[config.mk]
export PLATFORM = sky130hd
export DESIGN_NAME = main_pulse_swallow_divider
export DESIGN_NICKNAME = d
export VERILOG_FILES = /design/src/hw/main_div_pkg.sv /design/src/hw/main_pulse_swallow_divider.sv
export SDC_FILE = /design/constraint.sdc
export NUM_CORES = 1
export LEC_CHECK = 0
export ABC_AREA = 1
export BUFFER_PORTS_ARGS = -buffer_cell sky130_fd_sc_hd__buf_2
export CORE_MARGIN = 10
export CORE_UTILIZATION = 60
export CTS_BUF_LIST = sky130_fd_sc_hd__clkbuf_8
export DETAILED_ROUTE_END_ITERATION = 10
export PLACE_DENSITY = 0.8
export SYNTH_ARGS = -nofsm -noshare
export SYNTH_HDL_FRONTEND = slang
export SYNTH_SLANG_ARGS = --single-unit
[constraint.sdc]
create_clock -name ref_clk -period 2.03 [get_ports ref_clk]
set_input_delay 0.3045 -clock ref_clk [delete_from_list [all_inputs] [get_ports ref_clk]]
set_output_delay 0.3045 -clock ref_clk [all_outputs]
set_load 0.005 [all_outputs]
[src/hw/main_div_pkg.sv]
// package for the main pulse-swallow feedback divider
package main_div_pkg;
    localparam int WORD_W = 18;
    localparam logic [1:0] SEL_MAIN_N = 2'h3;
    localparam int SEL_LSB = 0;
    localparam int SWALLOW_LSB = 2;
    localparam int PROG_MSB = 17;
    localparam int SWALLOW_W_HI = 5;
    localparam int SWALLOW_W_LO = 4;
    localparam int COUNT_W = 12;
    localparam logic [WORD_W-1:0] LATCH_RESET = 18'h0_0000;
    localparam logic [COUNT_W-1:0] PROG_RESET = 12'h003;
    localparam logic [1:0] OPT_P32 = 2'h0;
    localparam logic [1:0] OPT_P16 = 2'h1;
    localparam logic [1:0] OPT_P8 = 2'h2;
    localparam int SYNC_STAGES = 3;

    typedef struct packed {
        logic [COUNT_W-1:0] prog;
        logic [COUNT_W-1:0] swallow;
    } ratio_t;
endpackage : main_div_pkg

[src/hw/main_pulse_swallow_divider.sv]
// main-loop pulse-swallow feedback divider with serial latch
//
// Operation
// - latch strobe rise with control bits 1 1 copies the word into the latch
// - feedback ratio is sixteen bits, continuous 992 or 240 up to 65535
// - swallow five bits and programmable eleven, or four and twelve bits
// - programmable count on top, swallow down to bit 2, control in bits 1:0
// - swallow count is plain binary, 0..31 or 0..15
// - modulus high for A prescaler outputs, then low for B minus A
// - total ratio equals P times programmable count plus swallow count
// - prescaler modulus is 32, 16 or 8, alternate is P plus one
// - with 8/9 prescaler the ratio is continuous from 56 to 32775
// - serial bits enter on shift clock rise, most significant bit first
`timescale 1ns/1ps
module main_pulse_swallow_divider (
    input wire logic ref_clk, // system clock, 100 MHz
    input wire logic reset_n, // synchronous reset, active low
    input wire logic [1:0] prescaler_option, // 0: 32/33, 1: 16/17, 2: 8/9
    input wire logic shift_clk, // serial shift clock pin
    input wire logic shift_data, // serial data pin
    input wire logic latch_strobe, // latch enable pin
    input wire logic prescaler_out, // prescaled vco pulse train
    output logic modulus_high, // high: prescaler divides by P+1
    output logic divider_out, // one pulse per feedback period
    output logic [17:0] latch_word // latched main word
);
    ////////////////////////////////////////////////////////////////
    // pin synchronisers: three stages per pin, a level change counts once stages 2 and 3 agree
    // the agreement filter costs no latency but keeps a one-cycle glitch out of the counters
    logic [3:0] pin_raw;
    wire logic [3:0] pin_level;
    wire logic [3:0] pin_rise;
    logic sck_rise, strobe_rise, pre_rise, sdi_level;

    assign pin_raw = {prescaler_out, latch_strobe, shift_data, shift_clk};

    for (genvar gi = 0; gi < 4; gi++) begin : sync_g
        logic [main_div_pkg::SYNC_STAGES-1:0] stage_q, stage_d;
        logic level_q, level_d;

        always_comb begin
            stage_d = {stage_q[1:0], pin_raw[gi]};
            level_d = level_q;
            if (stage_q[1] == stage_q[2]) begin
                level_d = stage_q[2];
            end
        end

        always_ff @(posedge ref_clk) begin
            if (!reset_n) begin
                stage_q <= '0;
                level_q <= 1'b0;
            end else begin
                stage_q <= stage_d;
                level_q <= level_d;
            end
        end

        assign pin_level[gi] = level_q;
        assign pin_rise[gi] = level_d & ~level_q;

    end

    // idle level of every pin is low, so reset leaves no false edge behind
    assign sck_rise = pin_rise[0];
    assign sdi_level = pin_level[1];
    assign strobe_rise = pin_rise[2];
    assign pre_rise = pin_rise[3];

    ////////////////////////////////////////////////////////////////
    // shift register and latch
    logic [17:0] shift_q, shift_d, latch_q, latch_d;
    logic load_q, load_d;

    always_comb begin
        shift_d = shift_q;
        latch_d = latch_q;
        load_d = 1'b0;
        if (sck_rise) begin
            shift_d = {shift_q[16:0], sdi_level};
        end
        if (strobe_rise && shift_q[1:0] == main_div_pkg::SEL_MAIN_N) begin
            latch_d = shift_q;
            load_d = 1'b1;
        end
    end

    always_ff @(posedge ref_clk) begin
        if (!reset_n) begin
            shift_q <= main_div_pkg::LATCH_RESET;
            latch_q <= main_div_pkg::LATCH_RESET;
            load_q <= 1'b0;
        end else begin
            shift_q <= shift_d;
            latch_q <= latch_d;
            load_q <= load_d;
        end
    end

    ////////////////////////////////////////////////////////////////
    // field split per prescaler option
    main_div_pkg::ratio_t field;

    always_comb begin
        field.prog = '0;
        field.swallow = '0;
        if (prescaler_option == main_div_pkg::OPT_P32) begin
            field.prog = {1'b0, latch_q[17:7]};
            field.swallow = {7'h00, latch_q[6:2]};
        end else begin
            field.prog = latch_q[17:6];
            field.swallow = {8'h00, latch_q[5:2]};
        end
    end

    ////////////////////////////////////////////////////////////////
    // pulse-swallow counters: b counts every prescaler output, a the high-modulus ones
    // the P value itself lives in the external prescaler; only P+1/P is commanded here
    logic [11:0] b_q, b_d, a_q, a_d;
    main_div_pkg::ratio_t active_q, active_d;
    logic hi_q, hi_d, out_q, out_d;

    always_comb begin
        b_d = b_q;
        a_d = a_q;
        active_d = active_q;
        hi_d = hi_q;
        out_d = 1'b0;
        if (pre_rise) begin
            if (b_q <= 12'h001) begin
                // period ends: reload, picking up a new latch only here
                active_d = field;
                b_d = field.prog;
                a_d = field.swallow;
                hi_d = (field.swallow != 12'h000);
                out_d = 1'b1;
            end else begin
                b_d = b_q - 12'h001;
                if (a_q != 12'h000) begin
                    a_d = a_q - 12'h001;
                end
                hi_d = (a_q > 12'h001);
            end
        end
    end

    always_ff @(posedge ref_clk) begin
        if (!reset_n) begin
            b_q <= main_div_pkg::PROG_RESET;
            a_q <= 12'h000;
            active_q.prog <= main_div_pkg::PROG_RESET;
            active_q.swallow <= 12'h000;
            hi_q <= 1'b0;
            out_q <= 1'b0;
        end else begin
            b_q <= b_d;
            a_q <= a_d;
            active_q <= active_d;
            hi_q <= hi_d;
            out_q <= out_d;
        end
    end

    assign modulus_high = hi_q;
    assign divider_out = out_q;
    assign latch_word = latch_q;
endmodule : main_pulse_swallow_divider

==> impl_metrics.tcl, run 1 <==
set metrics [dict create \
    synth_edf_count 0 \
    cts_tree "yes" \
    n_fill_cell 542 \
    antenna_found_initial 0 \
    hpwl_um 5630 \
    area_delta_synth_final_pct 10.8 \
    initial_utilization 0.616 \
    tns_ns 0 \
    syn_inst 526 \
    diodes 0 \
    cts_buffers 9 \
    ir_drop_mv 0.549 \
    viasPerCell 5.15 \
    nets 565 \
    dr_wl_met3_um 302 \
    grt_max_degree 32 \
    crit_family "simple AND/OR/NAND/NOR gates" \
    maxCapViolations 0 \
    die_y_um 97.9 \
    worstSkewPairLatency_ns 0.36 \
    cts.sinks 78 \
    cp_slowest_cell "dfxtp_1" \
    syn_avg_cell_area_sq_um 6.93 \
    drv_slew 0 \
    rows 28 \
    htreeDepth 3 \
    relSlewSlack 0.651 \
    hold_viol 0 \
    hold_class "in -> reg" \
    drt_wl_total_um 7850 \
    wl_met1_um 3690 \
    crit_fanout 25 \
    portBuffers 27 \
    clockRootBuffer "clkbuf_8" \
    grt-ovfl-total 0 \
    ys_seq_elements 78 \
    gp_congestion 0.944 \
    rsz0062_at_grt "false" \
    dieArea_sq_um 9590 \
    synth-seq-area-share 0.428 \
    design_area_sq_um 4040 \
    status "completed" \
    syn_area_sq_um 3640 \
    ys_types 32 \
    finalSetupViolations 0 \
    wire_per_inst_um 12.4 \
    yosysWarnings 0 \
    synthesis.nets 539 \
    ys.flop_type "dfxtp_1" \
    grt.total_usage 0.160 \
    routed-via-count 3251 \
    crit_path_cell_trace "inv_1 -> ha_1 -> o21ai_2 -> nor2_4 -> nand2_4 -> nand2_4 -> nand2_4 -> nand2_1 -> a21oi_2" \
    dr.pass1.iters 4 \
    utilization 0.682 \
    cts_resized 0 \
    first_global_vias 3011 \
    cp.required_ns 2.32 \
    holdBufCountCts 0 \
    place_area_sq_um 3830 \
    final_layout_size_suffix_gt1_frac 0.128 \
    endpoint_kind "register" \
    cp_common_cell "nand2_4" \
    pwr_density_cell_nw_per_um2 706 \
    antenna_left 0 \
    num_io_pins 28 \
    criticalPathCategory "reg -> reg" \
    cts.clk_slew.worst_paths_ns 0.08 \
    wl_met2_um 3710 \
    fin_worst_skew_ns 0.00877 \
    fin_crit_ns 1.80 \
    start_kind "register" \
    top_layer "met4" \
    async_reset_ff_frac 0 \
    core_sq_um 5920 \
    max_freq_ghz 0.555 \
    drcViolationCount 0 \
    drtIter0Drc 115 \
    die_w_um 97.9 \
    period_share 0.888 \
    p_leak_nw 1.89 \
    clock_path_buffers 2 \
    cp_num_buf_inv 1 \
    max_slew.worst_pin.slew_ns 0.524 \
    grt_pass1_wl_um 13200 \
    cpPeakStageDelay_ns 0.36 \
    cp.arrival_ns 2.09 \
    cts_setup_buffers 0 \
]
cells by family after synthesis:
logic type | Yosys count | share of synthesized area
AOI/OAI and AO/OA | 106 | 0.154
xor gates and xnor gates | 6 | 0.0144
adders and majority gates | 5 | 0.0172
buffers and inverters | 87 | 0.0954
DFF | 78 | 0.428
and+or+nand+nor | 244 | 0.291
area by class of cell:
cell class,count,area [sq um],share of cell area
multi-input combinational,361,1740,0.430
sequential,78,1560,0.386
inverter,68,255,0.0632
timing repair buffer,34,188,0.0465
clock buffer,11,151,0.0375
tap,75,93.8,0.0232
clock inverter,4,55.1,0.0136
flip-flops by register name (all words and copies together) (netlist names):
signal          count
sdi_level           1
a_q                12
sync_g.stage_q     12
shift_q            18
modulus_high        1
sync_g.level_q      3
divider_out         1
b_q                12
latch_word         18
per-layer routing:
metal,vias up,track usage
met4,0,0.0716
met5,-,0
met1,1463,0.195
li1,1717,-
met3,16,0.0317
met2,55,0.268
placed cells by master (no fill, tap or decap), types with 2 or more instances in the layout:
cell / netlist / routed
a21oi_1: 35 / 35
a21oi_2: 3 / 3
buf_2: 5 / 27
buf_4: 0 / 7
clkbuf_8: 0 / 11
dfxtp_1: 78 / 78
ha_1: 5 / 5
inv_1: 64 / 64
inv_2: 3 / 3
nand2_1: 96 / 96
nand2_4: 4 / 4
nand3_1: 22 / 22
nand4_1: 6 / 6
nor2_1: 97 / 97
nor2_2: 3 / 3
nor2_4: 5 / 5
nor3_1: 6 / 6
o211ai_1: 2 / 2
o21ai_0: 55 / 55
o21ai_1: 7 / 7
o21ai_2: 2 / 2
xor2_1: 5 / 5
power breakdown:
group	internal, mW	switching (mW)	leakage (nW)
Sequential	1.54	0.00742	0.630
Clock	0.635	0.578	0.102
Combinational	0.0302	0.0606	1.15
final timing paths:
path	cells past startpoint	slack (ns)	start	endpoint
worst min-delay path	3	0.12	latch_strobe	sync_g[2].stage_q[0]$_SDFF_PN0_
worst max-delay path	9	0.23	b_q[0]$_SDFFE_PN1P_	a_q[2]$_SDFFE_PN0P_
worst max register to register	9	0.23	b_q[0]$_SDFFE_PN1P_	a_q[2]$_SDFFE_PN0P_
worst min register to register	2	0.42	sync_g[2].stage_q[0]$_SDFF_PN0_	sync_g[2].stage_q[1]$_SDFF_PN0_
worst register-to-register path: cells and delay by family, from the launching register on:
| family | cells | cell delay (ns) |
|---|---|---|
| AND/OR/NAND/NOR | 5 | 0.67 |
| buffers and inverters | 1 | 0.09 |
| flip-flops | 1 | 0.36 |
| adder cells (fa/ha/maj) | 1 | 0.29 |
| AO/OA/AOI/OAI | 2 | 0.35 |
through the flow:
stage | total power [mW] | hold WS [ns] | setup slack [ns] | cells
6_report | 2.85 | 0.123 | 0.228 | 631
2_1_floorplan | 1.65 | 0.390 | 0.554 | 526
3_3_place_gp | 1.67 | 0.394 | 0.347 | 616
4_1_cts | 2.86 | 0.122 | 0.237 | 631
3_5_place_dp | 1.68 | 0.403 | 0.254 | 616
5_1_grt | 2.93 | 0.134 | 0.0604 | 631
cell usage after synthesis (all sizes together) (5+ instances only):
master,count,area (sq um)
ha,5,62.6
nand2,101,412
inv,67,251
o21ai,64,328
nand4,6,37.5
clkbuf,10,37.5
dfxtp,78,1560
nand3,22,110
a21oi,38,201
buf,9,55.1
nor3,7,40.0
nor2,105,439
xor2,5,43.8
Note: power is estimated with default switching activity, not from simulation.
==> run 2: changes to the inputs <==
--- a/config.mk
+++ b/config.mk
@@ -8,10 +8,10 @@
 export ABC_AREA = 1
 export BUFFER_PORTS_ARGS = -buffer_cell sky130_fd_sc_hd__buf_2
 export CORE_MARGIN = 10
-export CORE_UTILIZATION = 60
+export CORE_UTILIZATION = 45
 export CTS_BUF_LIST = sky130_fd_sc_hd__clkbuf_8
 export DETAILED_ROUTE_END_ITERATION = 10
-export PLACE_DENSITY = 0.8
+export PLACE_DENSITY = 0.63
 export SYNTH_ARGS = -nofsm -noshare
 export SYNTH_HDL_FRONTEND = slang
 export SYNTH_SLANG_ARGS = --single-unit
==> impl_metrics.tcl, run 2 (same netlist as run 1, synthesis figures left out) <==
set metrics [dict create \
    cts_tree "yes" \
    final_common_cell "nor2_1" \
    endpoint_kind "register" \
    cp.arrival_ns 2.13 \
    cts_resized 0 \
    cts.sinks 78 \
    ir_drop_mv 0.628 \
    status "completed" \
    cts_buffers 9 \
    dieArea_sq_um 12100 \
    start_kind "register" \
    clock_path_buffers 2 \
    holdBufCountCts 0 \
    cts_setup_buffers 0 \
    clockRootBuffer "clkbuf_8" \
    power_mw 2.82 \
    p_leak_nw 1.87 \
    pwr_density_cell_nw_per_um2 697 \
    grt-ovfl-total 0 \
    cts.clk_slew.worst_paths_ns 0.09 \
    wire_per_inst_um 12.6 \
    grt_pass1_wl_um 14000 \
    portBuffers 27 \
    maxCapViolations 0 \
    grt.total_usage 0.144 \
    antenna_found_initial 0 \
    num_io_pins 28 \
    drcViolationCount 0 \
    drv_slew 0 \
    htreeDepth 3 \
    core_sq_um 7810 \
    first_global_vias 3012 \
    gp_congestion 0.868 \
    antenna_left 0 \
    criticalPathCategory "reg -> reg" \
    rows 32 \
    diodes 0 \
    routed-via-count 3193 \
    max_slew.worst_pin.slew_ns 0.555 \
    drt_wl_total_um 8270 \
    design_area_sq_um 4050 \
    finalSetupViolations 0 \
    cp.required_ns 2.32 \
    fin_crit_ns 1.84 \
    final_cell_mix "nor2_1, nand2_1, dfxtp_1" \
    die_y_um 110 \
    relSlewSlack 0.630 \
    timing.hold.ws_ns 0.123 \
    nets 563 \
    fin_worst_skew_ns 0.0133 \
    area_delta_synth_final_pct 11.2 \
    place_area_sq_um 3850 \
    crit_fanout 25 \
    worstSkewPairLatency_ns 0.36 \
    rrSetupSlack_ns 0.19 \
    drtIter0Drc 164 \
    max_freq_ghz 0.545 \
    initial_utilization 0.467 \
    dr.pass1.iters 4 \
    period_share 0.905 \
    tns_ns 0 \
    viasPerCell 4.86 \
    hold_class "in -> reg" \
    final_layout_size_suffix_gt1_frac 0.124 \
    grt_max_degree 51 \
    hold_viol 0 \
    die_w_um 110 \
    hpwl_um 5810 \
    rsz0062_at_grt "false" \
]
-- run 2: worst max-delay path, stage by stage (launching register included) --
cell     delay [ns]
dfxtp_1        0.36
inv_1          0.09
ha_1           0.28
o21ai_2        0.20
nor2_4         0.05
nand2_4        0.26
o21ai_2        0.10
inv_1          0.23
nand2_1        0.09
nor2_1         0.10
-- run 2: final timing paths --
check	start	to	cells after the start
setup / recovery	b_q[0]$_SDFFE_PN1P_	a_q[7]$_SDFFE_PN0P_	9
hold / removal	latch_strobe	sync_g[2].stage_q[0]$_SDFF_PN0_	3
setup reg to reg	b_q[0]$_SDFFE_PN1P_	a_q[7]$_SDFFE_PN0P_	9
hold reg to reg	sync_g[0].stage_q[0]$_SDFF_PN0_	sync_g[0].stage_q[1]$_SDFF_PN0_	2
-- run 2: final cells by class --
cell class,count,area [sq um]
clock inverter,7,75.1
sequential,78,1560
multi-input combinational,361,1740
clock buffer,9,124
inverter,68,255
timing repair buffer,32,173
fill,792,3760
tap,102,128
-- run 2: report_power, final --
group	leakage (nW)	total [mW]	internal (mW)	switching, mW
combinational	1.14	0.0883	0.0275	0.0608
sequential	0.630	1.55	1.54	0.00746
clock	0.0972	1.19	0.572	0.614
total	1.87	2.82	2.14	0.682
-- run 2: through the flow --
step                      utilization  std cells  setup WS [ns]
after floorplan                     -        526          0.554
after global placement          0.493        641          0.319
after detailed placement        0.493        641          0.245
after CTS                       0.519        657          0.221
after global routing            0.519        657         0.0404
final                           0.519        657          0.193
-- run 2: metal layers --
metal / up-vias / wire length [um] / global-route usage
met1: 1424 / 4070 / 0.184
met3: 15 / 259 / 0.0464
li1: 1706 / - / -
met5: - / 0 / 0
met4: 0 / 142 / 0.0483
met2: 48 / 3800 / 0.226
==> run 3: changes to the inputs <==
--- a/config.mk
+++ b/config.mk
@@ -7,11 +7,13 @@
 export LEC_CHECK = 0
 export ABC_AREA = 1
 export BUFFER_PORTS_ARGS = -buffer_cell sky130_fd_sc_hd__buf_2
+export CELL_PAD_IN_SITES_DETAIL_PLACEMENT = 0
+export CELL_PAD_IN_SITES_GLOBAL_PLACEMENT = 2
 export CORE_MARGIN = 10
-export CORE_UTILIZATION = 45
+export CORE_UTILIZATION = 35
 export CTS_BUF_LIST = sky130_fd_sc_hd__clkbuf_8
 export DETAILED_ROUTE_END_ITERATION = 10
-export PLACE_DENSITY = 0.63
+export PLACE_DENSITY = 0.81
 export SYNTH_ARGS = -nofsm -noshare
 export SYNTH_HDL_FRONTEND = slang
 export SYNTH_SLANG_ARGS = --single-unit
==> impl_metrics.tcl, run 3 (same netlist as run 1, synthesis figures left out) <==
set metrics [dict create \
    hold_viol 0 \
    hpwl_um 6280 \
    fin_crit_ns 1.75 \
    diodes 0 \
    drv_slew 0 \
    antenna_left 0 \
    fin_worst_skew_ns 0.0150 \
    clock_path_buffers 2 \
    p_comb_frac 0.032 \
    drcViolationCount 0 \
    clockRootBuffer "clkbuf_8" \
    cp.arrival_ns 2.04 \
    endpoint_kind "register" \
    num_io_pins 28 \
    core_sq_um 10200 \
    ir_drop_mv 0.354 \
    regArea_sq_um 1560 \
    die_w_um 122 \
    max_freq_ghz 0.571 \
    internal-power_mw 2.14 \
    max_slew.worst_pin.slew_ns 0.523 \
    final_common_cell "nor2_1" \
    rsz0062_at_grt "false" \
    gp_congestion 0.840 \
    maxCapViolations 0 \
    p_leak_nw 1.87 \
    cts.clk_slew.worst_paths_ns 0.09 \
    htreeDepth 3 \
    power_mw 2.84 \
    routed-via-count 3179 \
    switchingPower_mw 0.697 \
    n_fill_cell 1121 \
    dieArea_sq_um 14900 \
    finalSetupViolations 0 \
    top_layer "met4" \
    rows 37 \
    period_share 0.863 \
    die_y_um 122 \
    swShare 0.246 \
    criticalPathCategory "reg -> reg" \
    worstSkewPairLatency_ns 0.36 \
    first_global_vias 3018 \
    grt_max_degree 52 \
    final_layout_size_suffix_gt1_frac 0.126 \
    power.share.clock 0.423 \
    drtIter0Drc 116 \
    cts_buffers 9 \
    utilization 0.402 \
    status "completed" \
    seqPwrFrac 0.545 \
    cts.sinks 78 \
    relSlewSlack 0.649 \
    wl_met2_um 3970 \
    wire_per_inst_um 12.5 \
    cts_tree "yes" \
    drt_wl_total_um 8670 \
    dr_wl_met3_um 289 \
    start_kind "register" \
    grt_pass1_wl_um 14800 \
    viasPerCell 4.59 \
    grt-ovfl-total 0 \
    antenna_found_initial 0 \
    initial_utilization 0.356 \
    area_delta_synth_final_pct 12.7 \
    nets 564 \
    pwr_density_cell_nw_per_um2 691 \
    multiInputGateArea_sq_um 1740 \
    final_cell_mix "nor2_1, nand2_1, dfxtp_1" \
    tns_ns 0 \
    wl_met1_um 4310 \
    portBuffers 27 \
    cts_setup_buffers 0 \
    dr.pass1.iters 5 \
    crit_fanout 25 \
    cp.required_ns 2.32 \
    holdBufCountCts 0 \
    hold_class "in -> reg" \
    grt.total_usage 0.123 \
]
-- run 3: per-layer routing --
| metal | up-vias | GRT usage |
|---|---|---|
| met5 | - | 0 |
| met1 | 1411 | 0.162 |
| met2 | 41 | 0.191 |
| li1 | 1719 | - |
| met3 | 8 | 0.0273 |
| met4 | 0 | 0.0477 |
-- run 3: timing repair --
action / CTS / global route
resized for setup: 0 / 1
hold endpoints to repair: 0 / 0
endpoints found under the setup margin: 0 / 6
-- run 3: area by class of cell --
type,count,area share
multi-input combinational,361,0.424
sequential,78,0.380
inverter,68,0.0621
timing repair buffer,33,0.0438
tap,136,0.0414
clock buffer,9,0.0301
clock inverter,7,0.0180
-- run 3: through the flow --
step                setup WS (ns)  instance area (sq um)  hold slack, ns  std cells
floorplan                   0.554                   3640           0.390        526
global placement            0.278                   3900           0.394        676
detailed placement          0.191                   3900           0.400        676
CTS                         0.167                   4100           0.122        692
global route               0.0799                   4110           0.126        692
finish                      0.278                   4110           0.132        692
-- run 3: worst paths after layout --
kind	from	endpoint	slack, ns	cells past startpoint
worst max-delay path	b_q[0]$_SDFFE_PN1P_	a_q[11]$_SDFFE_PN0P_	0.28	9
worst min-delay path	shift_data	sync_g[1].stage_q[0]$_SDFF_PN0_	0.13	3
worst max register to register	b_q[0]$_SDFFE_PN1P_	a_q[11]$_SDFFE_PN0P_	0.28	9
worst min register to register	sync_g[2].stage_q[0]$_SDFF_PN0_	sync_g[2].stage_q[1]$_SDFF_PN0_	0.42	2
-- run 3: worst max-delay path, cell delays in order (launching register included) --
cell and delay, ns:
dfxtp_1 0.36, inv_1 0.09, ha_1 0.28, o21ai_2 0.21, nor2_4 0.06, nand2_8 0.17, o21ai_2 0.09, inv_1 0.23
nand2_1 0.10, nor2_1 0.08
-- run 3: power groups by stage --
stage / combinational (mW) / clock [mW] / sequential (mW)
finish: 0.0907 / 1.20 / 1.55
global route: 0.107 / 1.31 / 1.55
CTS: 0.0916 / 1.24 / 1.55
detailed placement: 0.0914 / 0 / 1.59
global placement: 0.0911 / 0 / 1.59
floorplan: 0.0651 / 0 / 1.58
